--- config.mk ---
export PLATFORM = sky130hd
export DESIGN_NAME = measurement_sequencer_calc_engine
export DESIGN_NICKNAME = d
export VERILOG_FILES = /design/src/core/measurement_sequencer_calc_engine.v
export VERILOG_INCLUDE_DIRS = /design/src /design/src/core
export SDC_FILE = /design/constraint.sdc
export NUM_CORES = 2
export LEC_CHECK = 0
export ABC_AREA = 1
export BUFFER_PORTS_ARGS = -buffer_cell sky130_fd_sc_hd__buf_2
export CAP_MARGIN = 5
export CORE_ASPECT_RATIO = 0.8
export CORE_UTILIZATION = 66
export CTS_CLUSTER_DIAMETER = 200
export DETAILED_ROUTE_END_ITERATION = 10
export PLACE_DENSITY = 0.85
export SLEW_MARGIN = 20
export SYNTH_ARGS = -nofsm -noshare
export SYNTH_HDL_FRONTEND = slang
export SYNTH_SLANG_ARGS = --single-unit
--- constraint.sdc ---
create_clock -name aclk -period 10.3 [get_ports aclk]
set_input_delay 2.06 -clock aclk [delete_from_list [all_inputs] [get_ports aclk]]
set_output_delay 2.06 -clock aclk [all_outputs]
set_load 0.02 [all_outputs]
--- src/core/meas_seq_map.vh ---
`ifndef MEAS_SEQ_MAP_VH
`define MEAS_SEQ_MAP_VH
// Register byte offsets on the AXI4-Lite port.
`define OFS_ADC_SETUP      8'h00
`define OFS_DEVICE_CONFIG  8'h04
`define OFS_SHUNT_CAL      8'h08
`define OFS_DIAG_STATUS    8'h0c
`define OFS_SHUNT_RESULT   8'h10
`define OFS_BUS_RESULT     8'h14
`define OFS_TEMP_RESULT    8'h18
`define OFS_CURRENT        8'h1c
`define OFS_POWER          8'h20
`define OFS_ENERGY         8'h24
`define OFS_CHARGE         8'h28
`define OFS_SEQ_STATUS     8'h2c
// Converter setup fields: mode[3:0], bus ct[6:4], shunt ct[9:7], temp ct[12:10], avg[15:13].
`define MODE_LSB           0
`define MODE_MSB           3
`define BUS_CT_LSB         4
`define SHUNT_CT_LSB       7
`define TEMP_CT_LSB        10
`define AVG_LSB            13
`define ADC_SETUP_RESET    32'h0000_0fff
// Mode bit 3 selects continuous, bits 2:0 enable temperature, shunt, bus.
`define MODE_CONT_BIT      3
`define MODE_TEMP_BIT      2
`define MODE_SHUNT_BIT     1
`define MODE_BUS_BIT       0
// Device config: start delay field in bits 13:6, in 2 ms steps.
`define DLY_LSB            6
`define DLY_MSB            13
`define DLY_RESET          8'h00
`define DIAG_DONE_BIT      1
// Timing: clock 250 MHz; times given in microseconds.
`define CLK_MHZ            250
`define DELAY_STEP_US      2000
`define CT_MAX_US          4120
`define DELAY_STEP_CYC     (`DELAY_STEP_US * `CLK_MHZ)
`endif

--- src/core/measurement_sequencer_calc_engine.v ---
`include "meas_seq_map.vh"
`default_nettype none
module measurement_sequencer_calc_engine #(
    parameter [31:0] DELAY_STEP_CYC = `DELAY_STEP_CYC,
    parameter [31:0] CYC_PER_US     = `CLK_MHZ
) (
    input  wire        aclk,
    input  wire        aresetn,
    input  wire [7:0]  s_axi_awaddr,
    input  wire        s_axi_awvalid,
    output reg         s_axi_awready,
    input  wire [31:0] s_axi_wdata,
    input  wire [3:0]  s_axi_wstrb,
    input  wire        s_axi_wvalid,
    output reg         s_axi_wready,
    output reg  [1:0]  s_axi_bresp,
    output reg         s_axi_bvalid,
    input  wire        s_axi_bready,
    input  wire [7:0]  s_axi_araddr,
    input  wire        s_axi_arvalid,
    output reg         s_axi_arready,
    output reg  [31:0] s_axi_rdata,
    output reg  [1:0]  s_axi_rresp,
    output reg         s_axi_rvalid,
    input  wire        s_axi_rready,
    input  wire [19:0] sample_data,
    output reg         convert_start,
    output reg  [1:0]  convert_input,
    output reg         conversion_active
);
    localparam [2:0] ST_IDLE  = 3'd0;
    localparam [2:0] ST_DELAY = 3'd1;
    localparam [2:0] ST_CONV  = 3'd2;
    localparam [2:0] ST_NEXT  = 3'd3;
    localparam [1:0] IN_SHUNT = 2'd0;
    localparam [1:0] IN_BUS   = 2'd1;
    localparam [1:0] IN_TEMP  = 2'd2;
    reg  [31:0] adc_setup;
    reg  [31:0] device_config;
    reg  [15:0] shunt_cal;
    reg         conversion_done_flag;
    reg  [19:0] shunt_result;
    reg  [19:0] bus_result;
    reg  [19:0] temp_result;
    reg  [31:0] current;
    reg  [31:0] power;
    reg  [31:0] energy;
    reg  [31:0] charge;
    reg  [31:0] last_current;
    reg  [29:0] acc_shunt;
    reg  [29:0] acc_bus;
    reg  [29:0] acc_temp;
    reg  [29:0] acc_current;
    reg  [10:0] avg_count;
    reg  [2:0]  state;
    reg  [31:0] timer;
    reg  [19:0] sample_meta;
    reg  [19:0] sample_sync;
    reg  [7:0]  aw_addr;
    reg         aw_held;
    reg  [31:0] w_data;
    reg         w_held;

    wire [3:0]  mode      = adc_setup[`MODE_MSB:`MODE_LSB];
    wire [2:0]  avg_code  = adc_setup[`AVG_LSB+2:`AVG_LSB];
    wire [7:0]  delay_fld = device_config[`DLY_MSB:`DLY_LSB];
    wire        do_write  = aw_held && w_held && !s_axi_bvalid;
    wire        do_read   = s_axi_arvalid && s_axi_arready;
    wire        wr_setup  = do_write && (aw_addr == `OFS_ADC_SETUP);
    wire        rd_diag   = do_read && (s_axi_araddr == `OFS_DIAG_STATUS);

    // Conversion time of one input, from its own setup field, in clock cycles.
    function [31:0] ct_cycles;
        input [15:0] setup;
        input [1:0]  which;
        reg   [2:0]  code;
        reg   [31:0] us;
        begin
            code = (which == IN_SHUNT) ? setup[`SHUNT_CT_LSB+2:`SHUNT_CT_LSB] :
                   (which == IN_BUS)   ? setup[`BUS_CT_LSB+2:`BUS_CT_LSB] :
                                         setup[`TEMP_CT_LSB+2:`TEMP_CT_LSB];
            us = 32'd0;
            case (code)
                3'd0: us = 32'd50;
                3'd1: us = 32'd84;
                3'd2: us = 32'd150;
                3'd3: us = 32'd280;
                3'd4: us = 32'd540;
                3'd5: us = 32'd1052;
                3'd6: us = 32'd2074;
                default: us = `CT_MAX_US;
            endcase
            ct_cycles = us * CYC_PER_US;
        end
    endfunction

    // Averaging code to sample count, 1 up to 1024.
    function [10:0] avg_total;
        input [2:0] code;
        begin
            case (code)
                3'd0: avg_total = 11'd1;
                3'd1: avg_total = 11'd4;
                3'd2: avg_total = 11'd16;
                3'd3: avg_total = 11'd64;
                3'd4: avg_total = 11'd128;
                3'd5: avg_total = 11'd256;
                3'd6: avg_total = 11'd512;
                default: avg_total = 11'd1024;
            endcase
        end
    endfunction

    // Shift equal to log2 of the averaging count.
    function [3:0] avg_shift;
        input [2:0] code;
        begin
            case (code)
                3'd0: avg_shift = 4'd0;
                3'd1: avg_shift = 4'd2;
                3'd2: avg_shift = 4'd4;
                3'd3: avg_shift = 4'd6;
                3'd4: avg_shift = 4'd7;
                3'd5: avg_shift = 4'd8;
                3'd6: avg_shift = 4'd9;
                default: avg_shift = 4'd10;
            endcase
        end
    endfunction

    // First enabled input at or after a position, in shunt, bus, temp order.
    function [2:0] next_input;
        input [2:0] en;
        input [1:0] from;
        begin
            if (from == IN_SHUNT && en[`MODE_SHUNT_BIT])
                next_input = {1'b1, IN_SHUNT};
            else if (from <= IN_BUS && en[`MODE_BUS_BIT])
                next_input = {1'b1, IN_BUS};
            else if (en[`MODE_TEMP_BIT])
                next_input = {1'b1, IN_TEMP};
            else
                next_input = 3'b000;
        end
    endfunction

    // Product last shunt current times bus sample; truncated on purpose to 32 bits.
    wire [31:0] cur_now  = {{12{sample_sync[19]}}, sample_sync};
    wire [47:0] pwr_prod = last_current[23:0] * {4'h0, sample_sync};
    wire        cal_zero = (shunt_cal == 16'h0000);
    wire [2:0]  first_in = next_input(mode[2:0], IN_SHUNT);
    wire [2:0]  after_in = next_input(mode[2:0], convert_input + 2'd1);
    wire        last_avg = (avg_count + 11'd1 >= avg_total(avg_code));
    wire [29:0] cur_ext  = {{10{sample_sync[19]}}, sample_sync};
    wire [29:0] acc_cur_n = acc_current + cur_ext;
    wire [29:0] acc_bus_n = acc_bus + cur_ext;
    wire [29:0] avg_sh_v  = $signed(acc_shunt) >>> avg_shift(avg_code);
    wire [29:0] avg_cur_v = $signed(acc_current) >>> avg_shift(avg_code);
    wire [29:0] avg_bus_v = $signed(acc_bus) >>> avg_shift(avg_code);
    wire [29:0] avg_tmp_v = $signed(acc_temp) >>> avg_shift(avg_code);
    wire [47:0] avg_prod  = avg_cur_v[23:0] * {4'h0, avg_bus_v[19:0]};

    always @(posedge aclk) begin
        sample_meta <= sample_data;
        sample_sync <= sample_meta;
    end

    // AXI4-Lite slave: address and data taken in either order.
    always @(posedge aclk) begin
        if (!aresetn) begin
            s_axi_awready <= 1'b0;
            s_axi_wready  <= 1'b0;
            s_axi_bvalid  <= 1'b0;
            s_axi_bresp   <= 2'b00;
            aw_held       <= 1'b0;
            w_held        <= 1'b0;
            aw_addr       <= 8'h00;
            w_data        <= 32'h0000_0000;
            adc_setup     <= `ADC_SETUP_RESET;
            device_config <= 32'h0000_0000;
            shunt_cal     <= 16'h0000;
        end else begin
            s_axi_awready <= !aw_held && !s_axi_awready;
            s_axi_wready  <= !w_held && !s_axi_wready;
            if (s_axi_awvalid && s_axi_awready) begin
                aw_held <= 1'b1;
                aw_addr <= s_axi_awaddr;
                s_axi_awready <= 1'b0;
            end
            if (s_axi_wvalid && s_axi_wready) begin
                w_held <= 1'b1;
                w_data <= s_axi_wdata;
                s_axi_wready <= 1'b0;
            end
            if (do_write) begin
                aw_held      <= 1'b0;
                w_held       <= 1'b0;
                s_axi_bvalid <= 1'b1;
                s_axi_bresp  <= 2'b00;
                case (aw_addr)
                    `OFS_ADC_SETUP:     adc_setup <= {16'h0000, w_data[15:0]};
                    `OFS_DEVICE_CONFIG: device_config <= {18'h0, w_data[`DLY_MSB:`DLY_LSB],
                                                          6'h00};
                    `OFS_SHUNT_CAL:     shunt_cal <= w_data[15:0];
                    default:            s_axi_bresp <= 2'b10;
                endcase
            end else if (s_axi_bvalid && s_axi_bready) begin
                s_axi_bvalid <= 1'b0;
            end
        end
    end

    always @(posedge aclk) begin
        if (!aresetn) begin
            s_axi_arready <= 1'b0;
            s_axi_rvalid  <= 1'b0;
            s_axi_rdata   <= 32'h0000_0000;
            s_axi_rresp   <= 2'b00;
        end else begin
            s_axi_arready <= !s_axi_rvalid && !s_axi_arready;
            if (do_read) begin
                s_axi_arready <= 1'b0;
                s_axi_rvalid  <= 1'b1;
                s_axi_rresp   <= 2'b00;
                case (s_axi_araddr)
                    `OFS_ADC_SETUP:     s_axi_rdata <= adc_setup;
                    `OFS_DEVICE_CONFIG: s_axi_rdata <= device_config;
                    `OFS_SHUNT_CAL:     s_axi_rdata <= {16'h0000, shunt_cal};
                    `OFS_DIAG_STATUS:   s_axi_rdata <= {30'h0, conversion_done_flag, 1'b0};
                    `OFS_SHUNT_RESULT:  s_axi_rdata <= {12'h000, shunt_result};
                    `OFS_BUS_RESULT:    s_axi_rdata <= {12'h000, bus_result};
                    `OFS_TEMP_RESULT:   s_axi_rdata <= {12'h000, temp_result};
                    `OFS_CURRENT:       s_axi_rdata <= current;
                    `OFS_POWER:         s_axi_rdata <= power;
                    `OFS_ENERGY:        s_axi_rdata <= energy;
                    `OFS_CHARGE:        s_axi_rdata <= charge;
                    `OFS_SEQ_STATUS:    s_axi_rdata <= {21'h0, avg_count};
                    default: begin
                        s_axi_rdata <= 32'h0000_0000;
                        s_axi_rresp <= 2'b10;
                    end
                endcase
            end else if (s_axi_rvalid && s_axi_rready) begin
                s_axi_rvalid <= 1'b0;
            end
        end
    end

    // Sequencer. Sample data is taken as the converter result at the end of each slot.
    always @(posedge aclk) begin
        if (!aresetn) begin
            state <= ST_IDLE;
            timer <= 32'h0000_0000;
            convert_start <= 1'b0;
            convert_input <= IN_SHUNT;
            conversion_active <= 1'b0;
            conversion_done_flag <= 1'b0;
            avg_count <= 11'd0;
            acc_shunt <= 30'h0;
            acc_bus <= 30'h0;
            acc_temp <= 30'h0;
            acc_current <= 30'h0;
            shunt_result <= 20'h00000;
            bus_result <= 20'h00000;
            temp_result <= 20'h00000;
            current <= 32'h0000_0000;
            last_current <= 32'h0000_0000;
            power <= 32'h0000_0000;
            energy <= 32'h0000_0000;
            charge <= 32'h0000_0000;
        end else begin
            convert_start <= 1'b0;
            if (wr_setup) begin
                // A setup write wins over a completion in the same cycle.
                if (w_data[2:0] != 3'b000)
                    conversion_done_flag <= 1'b0;
                avg_count <= 11'd0;
                acc_shunt <= 30'h0;
                acc_bus <= 30'h0;
                acc_temp <= 30'h0;
                acc_current <= 30'h0;
                timer <= delay_fld * DELAY_STEP_CYC;
                conversion_active <= (w_data[2:0] != 3'b000);
                state <= (w_data[2:0] != 3'b000) ? ST_DELAY : ST_IDLE;
            end else begin
                if (rd_diag)
                    conversion_done_flag <= 1'b0;
                case (state)
                    ST_IDLE: conversion_active <= 1'b0;
                    ST_DELAY: begin
                        if (timer != 32'h0) begin
                            timer <= timer - 32'd1;
                        end else if (first_in[2]) begin
                            convert_input <= first_in[1:0];
                            convert_start <= 1'b1;
                            timer <= ct_cycles(adc_setup[15:0], first_in[1:0]);
                            state <= ST_CONV;
                        end else begin
                            state <= ST_IDLE;
                        end
                    end
                    ST_CONV: begin
                        if (timer > 32'd1) begin
                            timer <= timer - 32'd1;
                        end else begin
                            state <= ST_NEXT;
                            case (convert_input)
                                IN_SHUNT: begin
                                    last_current <= cur_now;
                                    charge <= cal_zero ? 32'h0 : charge + cur_now;
                                    acc_shunt <= acc_cur_n;
                                    acc_current <= acc_cur_n;
                                    if (avg_code == 3'd0) begin
                                        shunt_result <= sample_sync;
                                        current <= cur_now;
                                    end
                                end
                                IN_BUS: begin
                                    energy <= cal_zero ? 32'h0 :
                                              energy + pwr_prod[31:0];
                                    acc_bus <= acc_bus_n;
                                    if (avg_code == 3'd0) begin
                                        bus_result <= sample_sync;
                                        power <= cal_zero ? 32'h0 : pwr_prod[31:0];
                                    end
                                end
                                default: begin
                                    acc_temp <= acc_temp + cur_ext;
                                    if (avg_code == 3'd0)
                                        temp_result <= sample_sync;
                                end
                            endcase
                        end
                    end
                    ST_NEXT: begin
                        if (after_in[2] && convert_input != IN_TEMP) begin
                            convert_input <= after_in[1:0];
                            convert_start <= 1'b1;
                            timer <= ct_cycles(adc_setup[15:0], after_in[1:0]);
                            state <= ST_CONV;
                        end else if (!last_avg) begin
                            avg_count <= avg_count + 11'd1;
                            timer <= 32'h0;
                            state <= ST_DELAY;
                        end else begin
                            if (avg_code != 3'd0) begin
                                shunt_result <= avg_sh_v[19:0];
                                bus_result <= avg_bus_v[19:0];
                                temp_result <= avg_tmp_v[19:0];
                                current <= {{12{avg_cur_v[19]}}, avg_cur_v[19:0]};
                                power <= cal_zero ? 32'h0 : avg_prod[31:0];
                            end
                            conversion_done_flag <= 1'b1;
                            avg_count <= 11'd0;
                            acc_shunt <= 30'h0;
                            acc_bus <= 30'h0;
                            acc_temp <= 30'h0;
                            acc_current <= 30'h0;
                            timer <= 32'h0;
                            if (mode[`MODE_CONT_BIT]) begin
                                state <= ST_DELAY;
                            end else begin
                                state <= ST_IDLE;
                                conversion_active <= 1'b0;
                            end
                        end
                    end
                    default: state <= ST_IDLE;
                endcase
            end
        end
    end
endmodule
`default_nettype wire

Word-level counts from Yosys, hierarchy flattened
Cells that the tools add are included.
- add/sub/neg operators: 8
- multiply operators: 5
- $lt $le $gt $ge: 3
- eq/ne operators: 60
- shift-type cells: 3
- mux-type cells: 112
- bitwise gates (word level): 4
- reductions and logical operators: 68
- operators with widths (kind ; number):
    32-bit two-way mux ; 29
    32-bit one-hot mux with 12 select lines ; 1
    20-bit two-way mux ; 16
    30-bit two-way mux ; 8
    13-bit one-hot mux with 7 select lines ; 2
    30-bit one-hot mux with 2 select lines ; 3
    32-bit one-hot mux with 2 select lines ; 2
    20-bit one-hot mux with 2 select lines ; 3
    32-bit one-hot mux with 3 select lines ; 1
    30-bit adder ; 3
    11-bit one-hot mux with 7 select lines ; 1
    32-bit adder ; 2
    24-bit by 20-bit multiplier with 32-bit output ; 2
    32-bit by 7-bit multiplier with 31-bit output (second input constant) ; 2
    30-bit by 4-bit >>> shifter with 20-bit output ; 2
    3-bit two-way mux ; 12
    8-bit by 5-bit equality test with 1-bit output (second input constant) ; 4
    8-bit by 6-bit equality test with 1-bit output (second input constant) ; 4
    32-bit by 1-bit greater-than comparator with 1-bit output (second input constant) ; 1
    32-bit nonzero test ; 1
    32-bit by 1-bit subtractor with 32-bit output (second input constant) ; 1
    30-bit by 4-bit >>> shifter with 24-bit output ; 1
    2-bit inequality test (second input constant) ; 14
    4-bit one-hot mux with 7 select lines ; 1
    39 further kinds ; 147
- register bits: 496
- input port bits: 79
- output and inout port bits: 45
- word-level logic and storage cells: 299

Longest topological paths before layout
- depth after elaboration: 18
- gate-level depth with buffers: 44
- gate-level depth less buffers: 41

Worst setup path before layout
No wires, ideal clock.
- path type: reg-to-reg
- start: register sample_sync[19]
- end: register energy[31]
- library setup time: 0.134 ns
- arrival: 7.799 ns
- data required time: 10.166 ns
- setup slack: 2.368 ns
- cell stages (with the launch flop): 34
- buffers on the path: 2
- cells stage by stage: dfxtp_1 -> clkbuf_1 -> clkbuf_1 -> nand2_1 -> fa_1 -> inv_1 -> fa_1 -> inv_1 -> fa_1 -> inv_1 -> fa_1 -> fa_1 -> fa_1 -> inv_1 -> fa_1 -> inv_1 -> ha_1 -> nand2_1 -> nor2_1 -> nand2_1 -> or2_2 -> o211ai_1 -> nand2_1 -> nand2_1 -> a21o_1 -> xor2_1 -> ha_1 -> nand2_1 -> a21oi_1 -> a211oi_1 -> o2111ai_1 -> a21o_1 -> nand3_1 -> a21oi_1
- cells in the longest elaborated chain, start to end: 3
- ends and longest elaborated chain (item ; line ; RTL):
    start: declaration ; measurement_sequencer_calc_engine.v:58 ; reg [19:0] sample_sync;
    start signal: assignment ; measurement_sequencer_calc_engine.v:165 ; sample_sync <= sample_meta;
    24-bit by 20-bit multiplier with 32-bit output ; measurement_sequencer_calc_engine.v:149 ; wire [47:0] pwr_prod = last_current[23:0] * {4'h0, sample_sync};
    32-bit adder ; measurement_sequencer_calc_engine.v:320 ; energy + pwr_prod[31:0];
    32-bit two-way mux ; measurement_sequencer_calc_engine.v:319 ; energy <= cal_zero ? 32'h0 :
    end signal: assignment ; measurement_sequencer_calc_engine.v:319 ;
    end: declaration ; measurement_sequencer_calc_engine.v:47 ; reg [31:0] energy;
Every way passes these cells.
A chain may end at the register's enable or synchronous reset.

Final worst setup path
- start: register adc_setup[14]
- end: register power[31]
- cells in the longest elaborated chain, start to end: 9
- elaborated cells between the ends (all ways): 23
- those cells by class: mul: 1; order compare: 1; eq/ne: 9; shift: 2; mux: 7; reduce/logical: 3
- ends and longest elaborated chain (item ; line ; RTL):
    start: declaration ; measurement_sequencer_calc_engine.v:38 ; reg [31:0] adc_setup;
    start signal: assignment ; measurement_sequencer_calc_engine.v:179 ; adc_setup <= `ADC_SETUP_RESET;
    start signal: assignment ; measurement_sequencer_calc_engine.v:201 ; `OFS_ADC_SETUP: adc_setup <= {16'h0000, w_data[15:0]};
    3-bit equality test (tied with other cells) ; measurement_sequencer_calc_engine.v:101, measurement_sequencer_calc_engine.v:118 ;
    4-bit one-hot mux with 7 select lines ; measurement_sequencer_calc_engine.v:118 ; case (code)
    30-bit by 4-bit >>> shifter with 24-bit output or 30-bit by 4-bit >>> shifter with 20-bit output (tied branches) ; measurement_sequencer_calc_engine.v:158, measurement_sequencer_calc_engine.v:159 ;
    24-bit by 20-bit multiplier with 32-bit output ; measurement_sequencer_calc_engine.v:161 ; wire [47:0] avg_prod = avg_cur_v[23:0] * {4'h0, avg_bus_v[19:0]};
    32-bit two-way mux ; measurement_sequencer_calc_engine.v:351 ; power <= cal_zero ? 32'h0 : avg_prod[31:0];
    32-bit two-way mux ; measurement_sequencer_calc_engine.v:346 ; if (avg_code != 3'd0) begin
    32-bit two-way mux ; measurement_sequencer_calc_engine.v:341 ; end else if (!last_avg) begin
    32-bit two-way mux ; measurement_sequencer_calc_engine.v:336 ; if (after_in[2] && convert_input != IN_TEMP) begin
    32-bit one-hot mux with 2 select lines ; measurement_sequencer_calc_engine.v:288 ; case (state)
    end signal: assignment ; measurement_sequencer_calc_engine.v:324 ; power <= cal_zero ? 32'h0 : pwr_prod[31:0];
    end signal: assignment ; measurement_sequencer_calc_engine.v:351 ;
    end: declaration ; measurement_sequencer_calc_engine.v:46 ; reg [31:0] power;
Parallel ways exist; a longest one is shown, timed or not. The select of a mux whose other input is x is not followed.

==> run metrics <==
category of the worst setup path launch point flip-flop; row cnt 99; total number of vias 59.3k; first-pass iteration count of the detailed router 10; violated checks design-rule violations; synthesis-to-finish area growth 5.96%; CTS Hold Buffers Added 0; Worst setup EP type flip-flop; fraction of layout cells with a size suffix above 1 0.0656; # H-tree levels 2; max capacitance violation total 0; largest net degree at the start of global routing 105; Synth Warn # 0; critical path class reg2reg; count of flip-flops with a built-in enable after synthesis 0; buffers from clock root to sink, at most 3; die span in x 343 um; number of antenna-violating nets in the routed design 0; Detailed Route WL 217000 um; post-route cell area 64900 um2; Yosys cell types 77; via count of the first global-routing pass 56.8k; Final min period 9.70 ns; GR Util All Layers 0.459; master cell of the clock root buffer clkbuf_16; violation count after the first detailed-route iteration 7432; worst min-delay path class reg2reg; post-route fraction of the period consumed by the critical path 0.942; estimated wirelength of the detail-placed design 169000 um; Overflow after GRT 0; asr flop ratio synth 0; max-slew violation total from the final report 0; critical path data required time 10.80 ns; Critical Path Most Common Cell nand2_1; run status complete, but fails checks; number of clock buffers inserted by TritonCTS 53; Largest stage delay, worst path 0.83 ns; starting utilization of the core area 0.669; Port Buffer Count 101; worst-case setup margin in the final layout 0.598 ns; LEAKAGE 0.0328 uW; setup repair after global routing missed its margin false; total negative slack 0 ns; IO Pins 124; worst relative slew slack 0.181; largest vdd supply drop 399 uV; highest fanout seen on the critical path 82; area inside the core boundary 91500 um2; clock slew seen by the registers of the worst setup and hold paths 0.06 ns; first-pass GRT wire length 329000 um; routability congestion estimate 1.06; data arrival time of the worst path 10.20 ns; count of endpoints failing setup in the final report 0; highest clock frequency the design can meet 103 MHz; number of instances resized during post-cts repair 0; Vert. Die Dim 274 um; Setup Fix Bufs, Post-CTS 0; floorplan die area 94000 um2; flip-flop cell with the highest count after synthesis dfxtp_1; pre-CTS setup slack 0.942 ns; cell count after synthesis 8487; drt via density 6.10; combined area of all synthesized cells 61200 um2; number of sinks driven by the clock tree 461; mean instance size in the synthesized netlist 7.21 um2; CTS tree built; count of final hold-check violations 0; clock insertion delay at the later pin of the skew report 0.66 ns; Least-Margin Pin Slew 1.23 ns; drt drc 4; initial antenna violation count 8; flip-flop and latch count after synthesis 461; fin nets 9782; Routed WL per cell 22.3 um; part of the Yosys area used for sequential elements 0.151; worst-case clock skew 0.0266 ns; ratio of total power to cell area 117 nW/um2; Cell Area, Placed 63000 um2; final core occ 0.709; worst-path cell with the longest stage delay o21ai_2
## metrics by stage
stage               cells  power, uW  hold WS [ns]
floorplan            8491       4400         0.310
CTS                  9722       7460         0.329
global placement     9626       5320         0.310
finish               9724       7600         0.328
global route         9722       7990         0.332
detailed placement   9626       5420         0.314
## cells by family (layout without fill, tap and decap cells)
logic type / Yosys count / after routing / share of synthesized area
AND/OR/NAND/NOR: 3108 / 3108 / 0.214
buffers and inverters: 1944 / 1963 / 0.123
AO/OA/AOI/OAI: 1570 / 1570 / 0.146
adder cells (fa/ha/maj): 1234 / 1234 / 0.342
flip-flops: 461 / 461 / 0.151
XOR/XNOR: 151 / 151 / 0.0218
multiplexers: 17 / 17 / 0.00278
other: 2 / 8 / 0.000123
## path summary, 6_finish.rpt
check,startpoint,endpoint,slack [ns],cells past startpoint
worst max register to register,adc_setup[14],power[31],0.60,36
worst min register to register,sample_meta[10],sample_sync[10],0.33,0
worst max-delay path,adc_setup[14],power[31],0.60,36
worst min-delay path,sample_meta[10],sample_sync[10],0.33,0
## sequential cells by signal, summed over array words and instances, names as in the netlist, 19 cells and up
| register | count |
|---|---|
| charge | 32 |
| timer | 32 |
| acc_bus | 30 |
| temp_result | 20 |
| energy | 32 |
| shunt_result | 19 |
| last_current | 20 |
| bus_result | 20 |
| sample_sync | 20 |
| power | 32 |
| acc_current | 30 |
| sample_meta | 20 |
| s_axi_rdata | 32 |
| acc_temp | 30 |
## where the power goes
group	leakage [uW]	internal (uW)	total [uW]	switching, uW
registers	0.00373	1840	1940	96.6
logic	0.0282	1130	3590	2450
clock network	0.000912	1180	2070	890
## cells in the mapped netlist, types with 19 or more instances
library cell,count,share of area
o21ai_1,22,0.0018
nand4_1,41,0.0042
nand3_1,319,0.026
nand2_1,1841,0.11
buf_1,20,0.0012
a31oi_1,41,0.0042
inv_1,1575,0.097
or2_2,83,0.0085
nand3_2,22,0.0036
o21a_1,24,0.0029
o211ai_1,55,0.0067
clkbuf_1,238,0.015
a211oi_1,36,0.0044
a21o_1,21,0.0026
buf_2,44,0.0036
xor2_1,87,0.012
dfxtp_1,461,0.15
xnor2_1,63,0.0090
inv_2,19,0.0012
ha_1,501,0.10
nor2_1,627,0.038
fa_1,733,0.24
nor3_1,77,0.0063
a21oi_1,741,0.061
nor4_1,26,0.0027
o22ai_1,21,0.0021
a221oi_1,34,0.0049
o221ai_1,28,0.0040
o21ai_0,435,0.036
## layout by cell type, fill, tap and decap left out, drive strengths merged, types with 14 or more instances in the layout
cell / netlist / final
a211oi: 36 / 36
a21boi: 14 / 14
a21o: 21 / 21
a21oi: 743 / 743
a221oi: 36 / 36
a31oi: 41 / 41
buf: 96 / 257
clkbuf: 238 / 67
clkinv: 15 / 31
dfxtp: 461 / 461
fa: 733 / 733
ha: 501 / 501
inv: 1595 / 1598
mux2i: 17 / 17
nand2: 1851 / 1851
nand3: 346 / 346
nand4: 41 / 41
nor2: 655 / 655
nor3: 80 / 80
nor4: 28 / 28
o2111ai: 15 / 15
o211ai: 57 / 57
o21a: 24 / 24
o21ai: 462 / 462
o221ai: 28 / 28
o22ai: 21 / 21
or2: 86 / 86
xnor2: 63 / 63
xor2: 87 / 87
## worst max-delay path, delay by kind of cell (launching register included)
kind	cells	cell delay, ns
AO/OA/AOI/OAI	4	1.56
XOR/XNOR	1	0.23
adder cells (fa/ha/maj)	8	3.89
buffers and inverters	8	0.80
flip-flops	1	0.74
AND/OR/NAND/NOR	15	2.24
## metal layers
metal  vias to the layer above  routed length, um  GRT usage
li1                      26800                  -          -
met4                        14              11600      0.208
met5                         -                 78          0
met1                     28000              84500      0.627
met2                      3810              88200      0.663
met3                       743              32200      0.146
## cell type report
cell class / count / area, um2
multi-input combinational: 6086 / 44500
clock buffer: 67 / 1490
antenna: 2 / 5.00
timing repair buffer: 257 / 1680
fill: 7547 / 26700
clock inverter: 29 / 367
sequential: 461 / 9240
inverter: 1610 / 6050
tap: 1212 / 1520
(Power assumes the default switching activity.)
